[config.mk]
export PLATFORM = sky130hd
export DESIGN_NAME = tt_thermal_timer_config_regs
export DESIGN_NICKNAME = d
export VERILOG_FILES = /design/src/hw/tt_pkg.sv /design/src/hw/tt_sync.sv /design/src/hw/tt_thermal_timer_config_regs.sv
export VERILOG_INCLUDE_DIRS = /design/src /design/src/hw
export SDC_FILE = /design/constraint.sdc
export NUM_CORES = 1
export LEC_CHECK = 0
export BUFFER_PORTS_ARGS = -buffer_cell sky130_fd_sc_hd__buf_2
export CORE_MARGIN = 8
export CORE_UTILIZATION = 30
export DETAILED_ROUTE_END_ITERATION = 6
export PLACE_DENSITY = 0.54
export REMOVE_ABC_BUFFERS = 1
export SETUP_SLACK_MARGIN = 0.1
export SYNTH_ARGS = -nofsm -noshare
export SYNTH_HDL_FRONTEND = slang
export SYNTH_SLANG_ARGS = --single-unit
[constraint.sdc]
create_clock -name clk -period 2.05 [get_ports clk]
set_input_delay 0.205 -clock clk [delete_from_list [all_inputs] [get_ports clk]]
set_output_delay 0.205 -clock clk [all_outputs]
set_load 0.01 [all_outputs]
[src/hw/tt_regs.svh]
`ifndef TT_REGS_SVH
`define TT_REGS_SVH

// ----------------------------------------
// register offsets
// ----------------------------------------
`define TT_ADDR_LOW_BITS 8'h77
`define TT_ADDR_CONFIG3 8'h78
`define TT_ADDR_DURATION 8'h79

// ----------------------------------------
// reset values and unmapped read value
// ----------------------------------------
`define TT_CONFIG3_RESET 8'h00
`define TT_DURATION_RESET 8'h00
`define TT_READ_ZERO 8'h00

// ----------------------------------------
// config3 field positions
// ----------------------------------------
`define TT_CFG_ALERT 0
`define TT_CFG_OVERTEMP_EN 1
`define TT_CFG_BOOST 2
`define TT_CFG_FAST 3
`define TT_CFG_DC1 4
`define TT_CFG_DC2 5
`define TT_CFG_DC3 6
`define TT_CFG_DC4 7

// ----------------------------------------
// alternate pin function code for overtemp use (arbitrary)
// ----------------------------------------
`define TT_ALT_FUNC_OVERTEMP 2'h1

// ----------------------------------------
// timing
// ----------------------------------------
`define TT_CLK_HZ 25000000
`define TT_STEP_US 22760
`define TT_THRESHOLD_US 45520
`define TT_COUNT_MAX 8'hFF
`define TT_SENSE_SLOW_MS 1000
`define TT_SENSE_FAST_MS 250

`endif

[src/hw/tt_pkg.sv]
package tt_pkg;
   typedef logic [7:0] tt_byte_t;
   typedef logic [1:0] tt_low_bits_t;
   typedef enum logic [1:0] {
      TT_IDLE = 2'b01,
      TT_TIMING = 2'b10
   } tt_timer_state_t;
endpackage : tt_pkg

[src/hw/tt_sync.sv]
`timescale 1ns/100ps
module tt_sync (
   input wire logic clk,
   input wire logic rst_n,
   input wire logic async_in,
   output logic sync_out
);
   logic stage1;
   logic next_stage1;
   logic next_sync_out;

   always_comb begin
      next_stage1 = async_in;
      next_sync_out = stage1;
   end

   // inactive level of a low-active pin
   always_ff @(posedge clk or negedge rst_n) begin
      if (!rst_n) begin
         stage1 <= 1'b1;
         sync_out <= 1'b1;
      end else begin
         stage1 <= next_stage1;
         sync_out <= next_sync_out;
      end
   end
endmodule : tt_sync

[src/hw/tt_thermal_timer_config_regs.sv]
`timescale 1ns/100ps
`include "tt_regs.svh"
module tt_thermal_timer_config_regs #(
   parameter int STEP_CYCLES = (`TT_CLK_HZ / 1000000) * `TT_STEP_US,
   parameter int SENSE_SLOW_CYCLES = (`TT_CLK_HZ / 1000) * `TT_SENSE_SLOW_MS,
   parameter int SENSE_FAST_CYCLES = (`TT_CLK_HZ / 1000) * `TT_SENSE_FAST_MS
) (
   input wire logic clk,
   input wire logic rst_n,
   input wire logic [7:0] reg_addr,
   input wire logic reg_wr,
   input wire logic reg_rd,
   input wire tt_pkg::tt_byte_t reg_wdata,
   output tt_pkg::tt_byte_t reg_rdata,
   output logic reg_rvalid,
   input wire logic global_lock,
   input wire tt_pkg::tt_low_bits_t supply_12v_low_bits,
   input wire tt_pkg::tt_low_bits_t remote1_temp_low_bits,
   input wire tt_pkg::tt_low_bits_t local_temp_low_bits,
   input wire tt_pkg::tt_low_bits_t remote2_temp_low_bits,
   input wire logic [3:0] msb_read,
   output logic [3:0] msb_frozen,
   input wire logic overtemp_pin_n,
   input wire logic overtemp_pin_is_input,
   input wire logic alt_pin_n,
   input wire logic [1:0] alt_pin_function_select,
   output tt_pkg::tt_byte_t config3_value,
   output logic alert_pin_mode,
   output logic fan_drive_output_2_select,
   output logic overtemp_enable,
   output logic fan_boost_force,
   output logic fan_speed_sense_tick,
   output logic continuous_sense_ch1,
   output logic continuous_sense_ch2,
   output logic continuous_sense_ch3,
   output logic continuous_sense_ch4,
   output logic [3:0] pulse_stretch_enable
);
   import tt_pkg::*;

   localparam int THRESHOLD_STEPS = `TT_THRESHOLD_US / `TT_STEP_US;
   localparam logic [7:0] THRESHOLD = 8'(THRESHOLD_STEPS);
   localparam logic [19:0] STEP_LAST = 20'(STEP_CYCLES - 1);
   localparam logic [24:0] SLOW_LAST = 25'(SENSE_SLOW_CYCLES - 1);
   localparam logic [24:0] FAST_LAST = 25'(SENSE_FAST_CYCLES - 1);

   // ----------------------------------------
   // pin synchronisers
   // ----------------------------------------
   logic pin_s_n;
   logic alt_s_n;
   tt_sync u_sync_pin (.clk(clk), .rst_n(rst_n), .async_in(overtemp_pin_n), .sync_out(pin_s_n));
   tt_sync u_sync_alt (.clk(clk), .rst_n(rst_n), .async_in(alt_pin_n), .sync_out(alt_s_n));

   // ----------------------------------------
   // decode
   // ----------------------------------------
   tt_byte_t cfg;
   logic rd_low;
   logic rd_cfg;
   logic rd_dur;
   logic wr_cfg;
   logic overtemp_asserted;
   assign rd_low = reg_rd && (reg_addr == `TT_ADDR_LOW_BITS);
   assign rd_cfg = reg_rd && (reg_addr == `TT_ADDR_CONFIG3);
   assign rd_dur = reg_rd && (reg_addr == `TT_ADDR_DURATION);
   assign wr_cfg = reg_wr && (reg_addr == `TT_ADDR_CONFIG3);
   assign overtemp_asserted = cfg[`TT_CFG_OVERTEMP_EN] && (!pin_s_n ||
      ((alt_pin_function_select == `TT_ALT_FUNC_OVERTEMP) && !alt_s_n));

   // ----------------------------------------
   // config register
   // ----------------------------------------
   tt_byte_t next_cfg;
   always_comb begin
      next_cfg = cfg;
      if (wr_cfg && !global_lock) begin
         next_cfg = reg_wdata;
      end
   end
   always_ff @(posedge clk or negedge rst_n) begin
      if (!rst_n) begin
         cfg <= `TT_CONFIG3_RESET;
      end else begin
         cfg <= next_cfg;
      end
   end
   assign config3_value = cfg;
   assign alert_pin_mode = cfg[`TT_CFG_ALERT];
   assign fan_drive_output_2_select = !cfg[`TT_CFG_ALERT];
   assign overtemp_enable = cfg[`TT_CFG_OVERTEMP_EN];
   assign fan_boost_force = overtemp_asserted && overtemp_pin_is_input && cfg[`TT_CFG_BOOST];
   assign continuous_sense_ch1 = cfg[`TT_CFG_DC1];
   assign continuous_sense_ch2 = cfg[`TT_CFG_DC2];
   assign continuous_sense_ch3 = cfg[`TT_CFG_DC3];
   assign continuous_sense_ch4 = cfg[`TT_CFG_DC4];
   assign pulse_stretch_enable = ~cfg[`TT_CFG_DC4:`TT_CFG_DC1];

   // ----------------------------------------
   // speed-sense rate divider
   // ----------------------------------------
   logic [24:0] sense_cnt;
   logic [24:0] next_sense_cnt;
   logic next_sense_tick;
   always_comb begin
      next_sense_cnt = sense_cnt + 25'h0000001;
      next_sense_tick = 1'b0;
      if (sense_cnt >= (cfg[`TT_CFG_FAST] ? FAST_LAST : SLOW_LAST)) begin
         next_sense_cnt = 25'h0000000;
         next_sense_tick = 1'b1;
      end
   end
   always_ff @(posedge clk or negedge rst_n) begin
      if (!rst_n) begin
         sense_cnt <= 25'h0000000;
         fan_speed_sense_tick <= 1'b0;
      end else begin
         sense_cnt <= next_sense_cnt;
         fan_speed_sense_tick <= next_sense_tick;
      end
   end

   // ----------------------------------------
   // low bits and freeze
   // ----------------------------------------
   tt_byte_t live_low;
   tt_byte_t low_view;
   tt_byte_t low_snap;
   tt_byte_t next_low_snap;
   logic low_frozen;
   logic next_low_frozen;
   logic [3:0] next_msb_frozen;
   assign live_low = {remote2_temp_low_bits, local_temp_low_bits,
                      remote1_temp_low_bits, supply_12v_low_bits};
   assign low_view = low_frozen ? low_snap : live_low;
   always_comb begin
      next_low_snap = low_view;
      next_msb_frozen = msb_frozen & ~msb_read;
      next_low_frozen = low_frozen && (next_msb_frozen != 4'h0);
      if (rd_low) begin
         next_msb_frozen = 4'hF;
         next_low_frozen = 1'b1;
      end
   end
   always_ff @(posedge clk or negedge rst_n) begin
      if (!rst_n) begin
         low_snap <= 8'h00;
         low_frozen <= 1'b0;
         msb_frozen <= 4'h0;
      end else begin
         low_snap <= next_low_snap;
         low_frozen <= next_low_frozen;
         msb_frozen <= next_msb_frozen;
      end
   end

   // ----------------------------------------
   // overtemp duration timer
   // ----------------------------------------
   tt_timer_state_t state;
   tt_timer_state_t next_state;
   logic [19:0] step_cnt;
   logic [19:0] next_step_cnt;
   tt_byte_t dur_cnt;
   tt_byte_t next_dur_cnt;
   logic asserted_flag;
   logic next_asserted_flag;
   tt_byte_t dur_view;
   always_comb begin
      next_state = state;
      next_step_cnt = step_cnt;
      next_dur_cnt = dur_cnt;
      next_asserted_flag = (asserted_flag && !rd_dur) || overtemp_asserted;
      unique case (state)
         TT_IDLE: begin
            if (rd_dur) begin
               next_dur_cnt = `TT_DURATION_RESET;
            end
            if (overtemp_asserted && !cfg[`TT_CFG_BOOST]) begin
               next_state = TT_TIMING;
               next_step_cnt = 20'h00000;
               next_dur_cnt = `TT_DURATION_RESET;
            end
         end
         TT_TIMING: begin
            if (!overtemp_asserted) begin
               next_state = TT_IDLE;
            end else if (step_cnt == STEP_LAST) begin
               next_step_cnt = 20'h00000;
               if (dur_cnt != `TT_COUNT_MAX) begin
                  next_dur_cnt = dur_cnt + 8'h01;
               end
            end else begin
               next_step_cnt = step_cnt + 20'h00001;
            end
         end
         default: next_state = TT_IDLE;
      endcase
   end
   always_ff @(posedge clk or negedge rst_n) begin
      if (!rst_n) begin
         state <= TT_IDLE;
         step_cnt <= 20'h00000;
         dur_cnt <= `TT_DURATION_RESET;
         asserted_flag <= 1'b0;
      end else begin
         state <= next_state;
         step_cnt <= next_step_cnt;
         dur_cnt <= next_dur_cnt;
         asserted_flag <= next_asserted_flag;
      end
   end
   assign dur_view = (dur_cnt >= THRESHOLD) ? dur_cnt : {7'h00, asserted_flag};

   // ----------------------------------------
   // read port
   // ----------------------------------------
   tt_byte_t next_rdata;
   logic next_rvalid;
   always_comb begin
      next_rdata = reg_rdata;
      next_rvalid = rd_low || rd_cfg || rd_dur;
      if (rd_low) begin
         next_rdata = low_view;
      end else if (rd_cfg) begin
         next_rdata = cfg;
      end else if (rd_dur) begin
         next_rdata = dur_view;
      end else if (reg_rd) begin
         next_rdata = `TT_READ_ZERO;
      end
   end
   always_ff @(posedge clk or negedge rst_n) begin
      if (!rst_n) begin
         reg_rdata <= 8'h00;
         reg_rvalid <= 1'b0;
      end else begin
         reg_rdata <= next_rdata;
         reg_rvalid <= next_rvalid;
      end
   end

   // ----------------------------------------
   // checks
   // ----------------------------------------
   a_low_bits_layout: assert property (@(posedge clk) disable iff (!rst_n)
      rd_low && !low_frozen |=> reg_rdata == {$past(remote2_temp_low_bits), $past(local_temp_low_bits),
      $past(remote1_temp_low_bits), $past(supply_12v_low_bits)}) else $error("low bits layout wrong");
   a_low_upper_pairs: assert property (@(posedge clk) disable iff (!rst_n)
      rd_low && !low_frozen |=> reg_rdata[7:4] == $past(live_low[7:4])) else $error("upper low bits wrong");
   a_freeze_all: assert property (@(posedge clk) disable iff (!rst_n)
      rd_low |=> msb_frozen == 4'hF && low_frozen ##1 low_snap == $past(low_snap) || !low_frozen)
      else $error("freeze not taken");
   a_alert_mode_map: assert property (@(posedge clk) disable iff (!rst_n)
      alert_pin_mode != fan_drive_output_2_select && alert_pin_mode == config3_value[0])
      else $error("shared pin mode wrong");
   a_boost_gate: assert property (@(posedge clk) disable iff (!rst_n)
      fan_boost_force |-> config3_value[2] && config3_value[1] && overtemp_pin_is_input)
      else $error("boost without cause");
   a_dc_map: assert property (@(posedge clk) disable iff (!rst_n)
      {continuous_sense_ch4, continuous_sense_ch3, continuous_sense_ch2, continuous_sense_ch1}
      == ~pulse_stretch_enable) else $error("continuous sense map wrong");
   a_lock_ignore: assert property (@(posedge clk) disable iff (!rst_n)
      global_lock |=> $stable(config3_value)) else $error("locked config changed");
   a_cfg_write: assert property (@(posedge clk) disable iff (!rst_n)
      wr_cfg && !global_lock |=> config3_value == $past(reg_wdata)) else $error("config write lost");
   a_dur_low_zero: assert property (@(posedge clk) disable iff (!rst_n)
      rd_dur && dur_cnt < THRESHOLD |=> reg_rdata[7:1] == 7'h00) else $error("duration high bits early");
   a_flag_set_wins: assert property (@(posedge clk) disable iff (!rst_n)
      overtemp_asserted |=> asserted_flag) else $error("assertion flag lost");
   a_flag_read_clear: assert property (@(posedge clk) disable iff (!rst_n)
      rd_dur && !overtemp_asserted |=> !asserted_flag) else $error("flag not cleared by read");
   a_count_step: assert property (@(posedge clk) disable iff (!rst_n)
      state == TT_TIMING && overtemp_asserted && step_cnt == STEP_LAST && dur_cnt != 8'hFF
      |=> dur_cnt == $past(dur_cnt) + 8'h01) else $error("duration step missed");
endmodule : tt_thermal_timer_config_regs

==> out/qor.yml, run 1 <==
gr-usage-all-layers_pct: 12.4
drt_iter0_markers: 279
fin_crit_sh_pct: 105
chipHeight_um: 139
holdPathStages: 2
synth_commonest_cells: "dfrtp_1, nor2_1, nand2_1"
placed_cells: 748
reg2regPathDepth: 8
synth_top_area_share_pct: 47.2
drt-pass1-iter-count: 5
clk_latency_ps: 350
yosys.area.top_type: "dfrtp_1"
max_slew_margin_pct: 72.9
yosys-top-cells-area: "dfrtp_1, nor2_1, xor2_1, mux2_2, ha_1"
design_area_mm2: 0.00623
routed_wl_mm: 12.0
num_rows: 45
routedWlPerCell_um: 15.5
min_to: "config3_value[4]$_DFFE_PN0P_"
tightest_slew_ps: 407
grt_pass1_wl_mm: 19.7
cp_data_required_time_ps: 2320
antenna_found_initial: 0
yosysWarnings: 0
overflow: 0
failed_checks: "setup timing"
synthMostInstantiatedCell: "dfrtp_1"
async_flop_share_pct: 100
ys_seq_elements: 91
min_from: "reg_wdata[4]"
fin_ws_ps: -94.2
hold_path_class: "input pin to flip-flop"
dieArea_mm2: 0.0194
clockRootBuffer: "clkbuf_16"
grt_pass1_vias: 3869
fill_cells: 1421
yosys_most_used_dff: "dfrtp_1"
cts_max_level: 3
areaGrowthSynthToFinish_pct: 36.7
powerDensity_mw_per_mm2: 612
final_util_pct: 41.5
port_buffers: 71
ys_seq_area_share_pct: 50.1
critical_path_class: "flip-flop to flip-flop"
n_antenna_cell: 0
io_pins: 72
max_freq_ghz: 0.466
vias: 3846
syn-cell-area_mm2: 0.00456
place_hpwl_mm: 8.84
cts_sinks: 91
p_leak_nw: 3.01
max-clock-path-buffers: 2
ir_drop_v: 0.000355
fin_setup_tns_ps: -1830
postRouteAntennaNets: 0
cpPeakStageDelay_ps: 450
end_kind: "flip-flop"
post-route-drc-count: 0
synthCells: 449
final_max_slew_viol_count: 0
cts_tree: "done"
cp_cell_sequence: "ha_2 -> or4_4 -> a21oi_2 -> o21ai_2 -> a2111oi_4 -> o21ai_4 -> buf_6 -> nor2_2"
synthDistinctLibCells: 53
cp.arrival_ps: 2410
cts_buffers: 9
syn_avg_cell_area_um2: 10.2
core_area_mm2: 0.0150
outcome: "complete, but fails checks"
reg2reg_to: "sense_cnt[11]$_DFF_PN0_"
globalplace.congestion: 0.816
slowest_stage: "a2111oi_4"
critPathBufInv: 1
drive_gt1_share_pct: 38.7
grt_max_degree: 34
die_w_um: 139
final-setup-viol-count: 26
synth-edff-count: 0
cp_max_fo: 5
r2r-start: "config3_value[3]$_DFFE_PN0P_"
post_dp_cell_area_mm2: 0.00551
reg2reg_slack_ps: -90
worst_path_dominant_cell_family: "compound AO/OA/AOI/OAI gates"
clk_pin_slew_worst_paths_ps: 70
cp-start-kind: "flip-flop"
finalCriticalPeriod_ps: 2140
via_per_inst: 4.96
rsz0062_at_grt: "true"
initial_core_util_pct: 30.3
cap_viol_max_count: 0
stdcell_count: 775
hold_violations: 0
finClkSkew_ps: 15.6
nNetsFinal: 632
[routing by layer]
layer,share of wire [%],track usage (%),vias up
met2,46,19.4,97
met5,0,0,-
met1,47,16.0,1872
met4,1.8,4.91,0
li1,-,-,1862
met3,5.2,3.11,15
[per-stage QoR]
step / hold WS, ps / worst slack, ps / total power (W)
final: 90.4 / -94.2 / 0.00382
after global routing: 82.1 / -200 / 0.00398
after CTS: 78.9 / 3.24 / 0.00386
after detailed placement: 168 / -170 / 0.00205
after global placement: 151 / -61.6 / 0.00205
after floorplan: -90.6 / -446 / 0.00192
[timing repair]
item                       4_1_cts  5_1_grt
hold endpoints to repair        28        0
buffers inserted                 2        4
setup endpoints to repair       37       45
pin swaps                       17        7
hold buffers                     3        0
resized for setup               21       59
cloned                           1        2
[state kept, by name, indices dropped and copies added (netlist names), 2 cells and up]
name / flops
sense_cnt: 25
step_cnt: 20
config3_value: 8
dur_cnt: 8
low_snap: 8
reg_rdata: 8
msb_frozen: 4
state: 2
[layout make-up]
type                    instances  area [um2]  area share, %
repair buffers                142         940           15.1
clock buffers                  11         233           3.73
inverters                      14        52.6          0.843
well taps                     188         235           3.77
flip-flops and latches         91        2280           36.6
multi-input cells             324        2400           38.6
clock inverters                 5        86.3           1.38
[cells in the final DEF, fill, tap and decap left out, types with 8 or more instances in the layout]
| master | instances |
|---|---|
| nor3_1 | 9 |
| inv_1 | 14 |
| clkbuf_16 | 9 |
| dfrtp_1 | 85 |
| nor2_2 | 11 |
| nand4_1 | 13 |
| xnor2_1 | 10 |
| a221o_1 | 8 |
| xor2_1 | 22 |
| nand3_1 | 14 |
| o21ai_0 | 17 |
| ha_1 | 10 |
| nand2_1 | 36 |
| nor2_1 | 38 |
| buf_4 | 62 |
| buf_2 | 69 |
| mux2_2 | 16 |
| a21oi_1 | 11 |
[power breakdown]
| part | leakage, nW | internal [W] | switching [W] |
|---|---|---|---|
| registers | 1.22 | 0.00182 | 0.0000134 |
| logic | 1.64 | 0.0000876 | 0.000104 |
| clock network | 0.154 | 0.00108 | 0.000712 |
[worst max path at each step]
stage                                 start                 endpoint  slack [ps]  cells after the start
4_1_cts              sense_cnt[5]$_DFF_PN0_  sense_cnt[16]$_DFF_PN0_           3                      8
3_3_place_gp                    reg_addr[1]   dur_cnt[5]$_DFFE_PN0P_         -60                      8
6_report       config3_value[3]$_DFFE_PN0P_  sense_cnt[11]$_DFF_PN0_         -90                      8
3_5_place_dp   config3_value[3]$_DFFE_PN0P_  sense_cnt[16]$_DFF_PN0_        -170                      8
2_1_floorplan  config3_value[3]$_DFFE_PN0P_  sense_cnt[10]$_DFF_PN0_        -450                      7
5_1_grt              sense_cnt[5]$_DFF_PN0_  sense_cnt[11]$_DFF_PN0_        -200                      8
[logic make-up (layout without fill, tap and decap cells)]
kind of cell	count (synthesis)	in the layout	synth area share (%)
compound gates	66	66	9.60
xor+xnor	32	32	6.15
fa+ha+maj	12	12	3.29
buf+inv	35	172	3.57
flops	91	91	50.1
mux	23	23	5.49
simple gates	190	191	21.8
No activity file was read; power rests on OpenSTA's default activity.
==> inputs of run 2 (changes only) <==
--- a/config.mk
+++ b/config.mk
@@ -8,9 +8,9 @@
 export LEC_CHECK = 0
 export BUFFER_PORTS_ARGS = -buffer_cell sky130_fd_sc_hd__buf_2
 export CORE_MARGIN = 8
-export CORE_UTILIZATION = 30
+export CORE_UTILIZATION = 51
 export DETAILED_ROUTE_END_ITERATION = 6
-export PLACE_DENSITY = 0.54
+export PLACE_DENSITY = 0.81
 export REMOVE_ABC_BUFFERS = 1
 export SETUP_SLACK_MARGIN = 0.1
 export SYNTH_ARGS = -nofsm -noshare
==> run 2 against run 1 <==
Net effect:
- sequential cell count unchanged
- non-clock buffer count is 11 lower
- combinational power is essentially flat
- critical path type unchanged
- critical endpoint is now sense_cnt[4]$_DFF_PN0_
- clock skew down 0.61 ps
- clock power fell by 28%
- sequential power is essentially flat
- largest cell class unchanged
- the run still ends with setup timing left
==> out/qor.yml, run 2 (synthesis gave the netlist of run 1 again) <==
core_area_mm2: 0.00868  # -42%
place_hpwl_mm: 8.06  # -8.9%
cts_sinks: 91  # unchanged
cap_viol_max_count: 0  # unchanged
stdcell_count: 683  # -12%
cts_buffers: 9  # unchanged
overflow: 0  # unchanged
place_ws_ps: -188  # -18.8 ps
fill_cells: 563  # -60%
largest_reg_flops: 25  # unchanged
finClkSkew_ps: 15.0  # -0.609 ps
min_from: "reg_wdata[5]"
whs_ps: 88.5  # -1.91 ps
placed_cells: 654  # -13%
n_antenna_cell: 0  # unchanged
rsz0062_at_grt: "true"
max-clock-path-buffers: 2  # unchanged
cp-start-kind: "flip-flop"
r2r-start: "config3_value[3]$_DFFE_PN0P_"
postRouteAntennaNets: 0  # unchanged
path_common_cell: "buf_6"
final_cell_mix: "dfrtp_1, buf_2, buf_4, nand2_1, nor2_1"
slowest_stage: "nor4_2"
clk_latency_ps: 350  # about the same
failed_checks: "setup timing"
chipHeight_um: 111  # -21%
io_pins: 72  # unchanged
fin_crit_sh_pct: 110  # +5.6 points
num_rows: 34  # -24%
cp_max_fo: 6  # +1
max_freq_ghz: 0.443  # -5.1%
final-setup-viol-count: 29  # +12%
cts_tree: "done"
areaGrowthSynthToFinish_pct: 31.8
initial_core_util_pct: 52.6  # +22 points
cp.arrival_ps: 2490  # +80 ps
hold_violations: 0  # unchanged
fin_setup_tns_ps: -4810  # -2980 ps
final_max_slew_viol_count: 0  # unchanged
max_slew_margin_pct: 68.6  # -4.3 points
cp_data_required_time_ps: 2280  # -40 ps
antenna_found_initial: 0  # unchanged
die_w_um: 111  # -21%
drt-pass1-iter-count: 4  # -1
tightest_slew_ps: 468  # +61.1 ps
grt_max_degree: 42  # +24%
cpPeakStageDelay_ps: 500  # +50 ps
via_per_inst: 5.99  # +21%
startpoint: "config3_value[3]$_DFFE_PN0P_"
drive_gt1_share_pct: 38.1  # -0.58 points
routedWlPerCell_um: 19.2  # +24%
nNetsFinal: 621  # -1.7%
port_buffers: 71  # unchanged
dieArea_mm2: 0.0122  # -37%
powerDensity_mw_per_mm2: 552  # -9.9%
final_common_cell: "dfrtp_1"
drt_iter0_markers: 323  # +16%
vias: 4089  # +6.3%
ir_drop_v: 0.000327  # -7.9%
globalplace.congestion: 0.835  # +2.3%
gr-usage-all-layers_pct: 18.6  # +6.2 points
end_kind: "flip-flop"
post-route-drc-count: 0  # unchanged
total_power_w: 0.00332  # -13%
finalCriticalPeriod_ps: 2260  # +115 ps
cp_cell_sequence: "buf_6 -> inv_1 -> ha_1 -> nand2_1 -> nor4_2 -> a2111oi_4 -> o21ai_4 -> buf_6 -> nor2_1"
p_leak_nw: 2.89  # -4.0%
outcome: "complete, but fails checks"
clk_pin_slew_worst_paths_ps: 90  # +20 ps
routed_wl_mm: 13.1  # +9.1%
hold_path_class: "input pin to flip-flop"
grt_pass1_wl_mm: 19.3  # -2.4%
grt_pass1_vias: 3929  # +1.6%
fin_ws_ps: -209  # -115 ps
clockRootBuffer: "clkbuf_8"
critical_path_class: "flip-flop to flip-flop"
cts_max_level: 3  # unchanged
top_register: "sense_cnt"
reg_top3: "sense_cnt (25), step_cnt (20)"
-- run 2: through the flow --
stage                     utilization (%)  area, um2
after floorplan                         -       4450
after global placement               61.2       5310
after detailed placement             61.2       5310
after CTS                            65.3       5670
after global routing                 69.3       6010
final                                69.3       6010
-- run 2: layout make-up --
type,count,area [um2],area share (%)
Multi-Input combinational cell,324,2440,40.6
Timing Repair Buffer,131,892,14.8
Sequential cell,91,2280,38.0
Clock buffer,10,128,2.12
Clock inverter,5,78.8,1.31
Tap cell,108,135,2.25
Inverter,14,52.6,0.874
-- run 2: what timing repair did --
action / CTS / global route
gates cloned: 1 / 3
resized for setup: 17 / 73
setup endpoints to repair: 43 / 54
hold buffers: 3 / 0
hold endpoints to repair: 30 / 0
pin swaps: 12 / 17
buffers inserted: 4 / 4
-- run 2: worst paths after layout --
check | slack (ps) | depth (start not counted) | endpoint
hold / removal | 90 | 2 | config3_value[5]$_DFFE_PN0P_
setup / recovery | -210 | 9 | sense_cnt[4]$_DFF_PN0_
setup reg to reg | -210 | 9 | sense_cnt[4]$_DFF_PN0_
max in group asynchronous | 1070 | 3 | dur_cnt[0]$_DFFE_PN0P_
hold reg to reg | 360 | 0 | u_sync_pin.sync_out$_DFF_PN1_
min in group asynchronous | 320 | 2 | low_snap[5]$_DFF_PN0_
-- run 2: worst max-delay path: cells and delay by family, from the launching register on --
| kind | cells | cell delay [ps] |
|---|---|---|
| simple gates | 3 | 720 |
| compound gates | 2 | 360 |
| fa+ha+maj | 1 | 290 |
| flops | 1 | 370 |
| buf+inv | 3 | 400 |
-- run 2: routing by layer --
layer  track usage [%]  vias to the layer above  part of all wire (%)
li1                  -                     1836                     -
met1              23.4                     2004                    40
met2              29.9                      217                    50
met3              4.33                       32                   7.5
met4              7.93                        0                   2.6
met5                 0                        -                     0
-- run 2: power breakdown --
group	total [W]	internal, W	leakage, nW	switching, W
registers	0.00183	0.00182	1.22	0.0000142
clock network	0.00129	0.000679	0.106	0.000609
logic	0.000195	0.0000877	1.56	0.000107
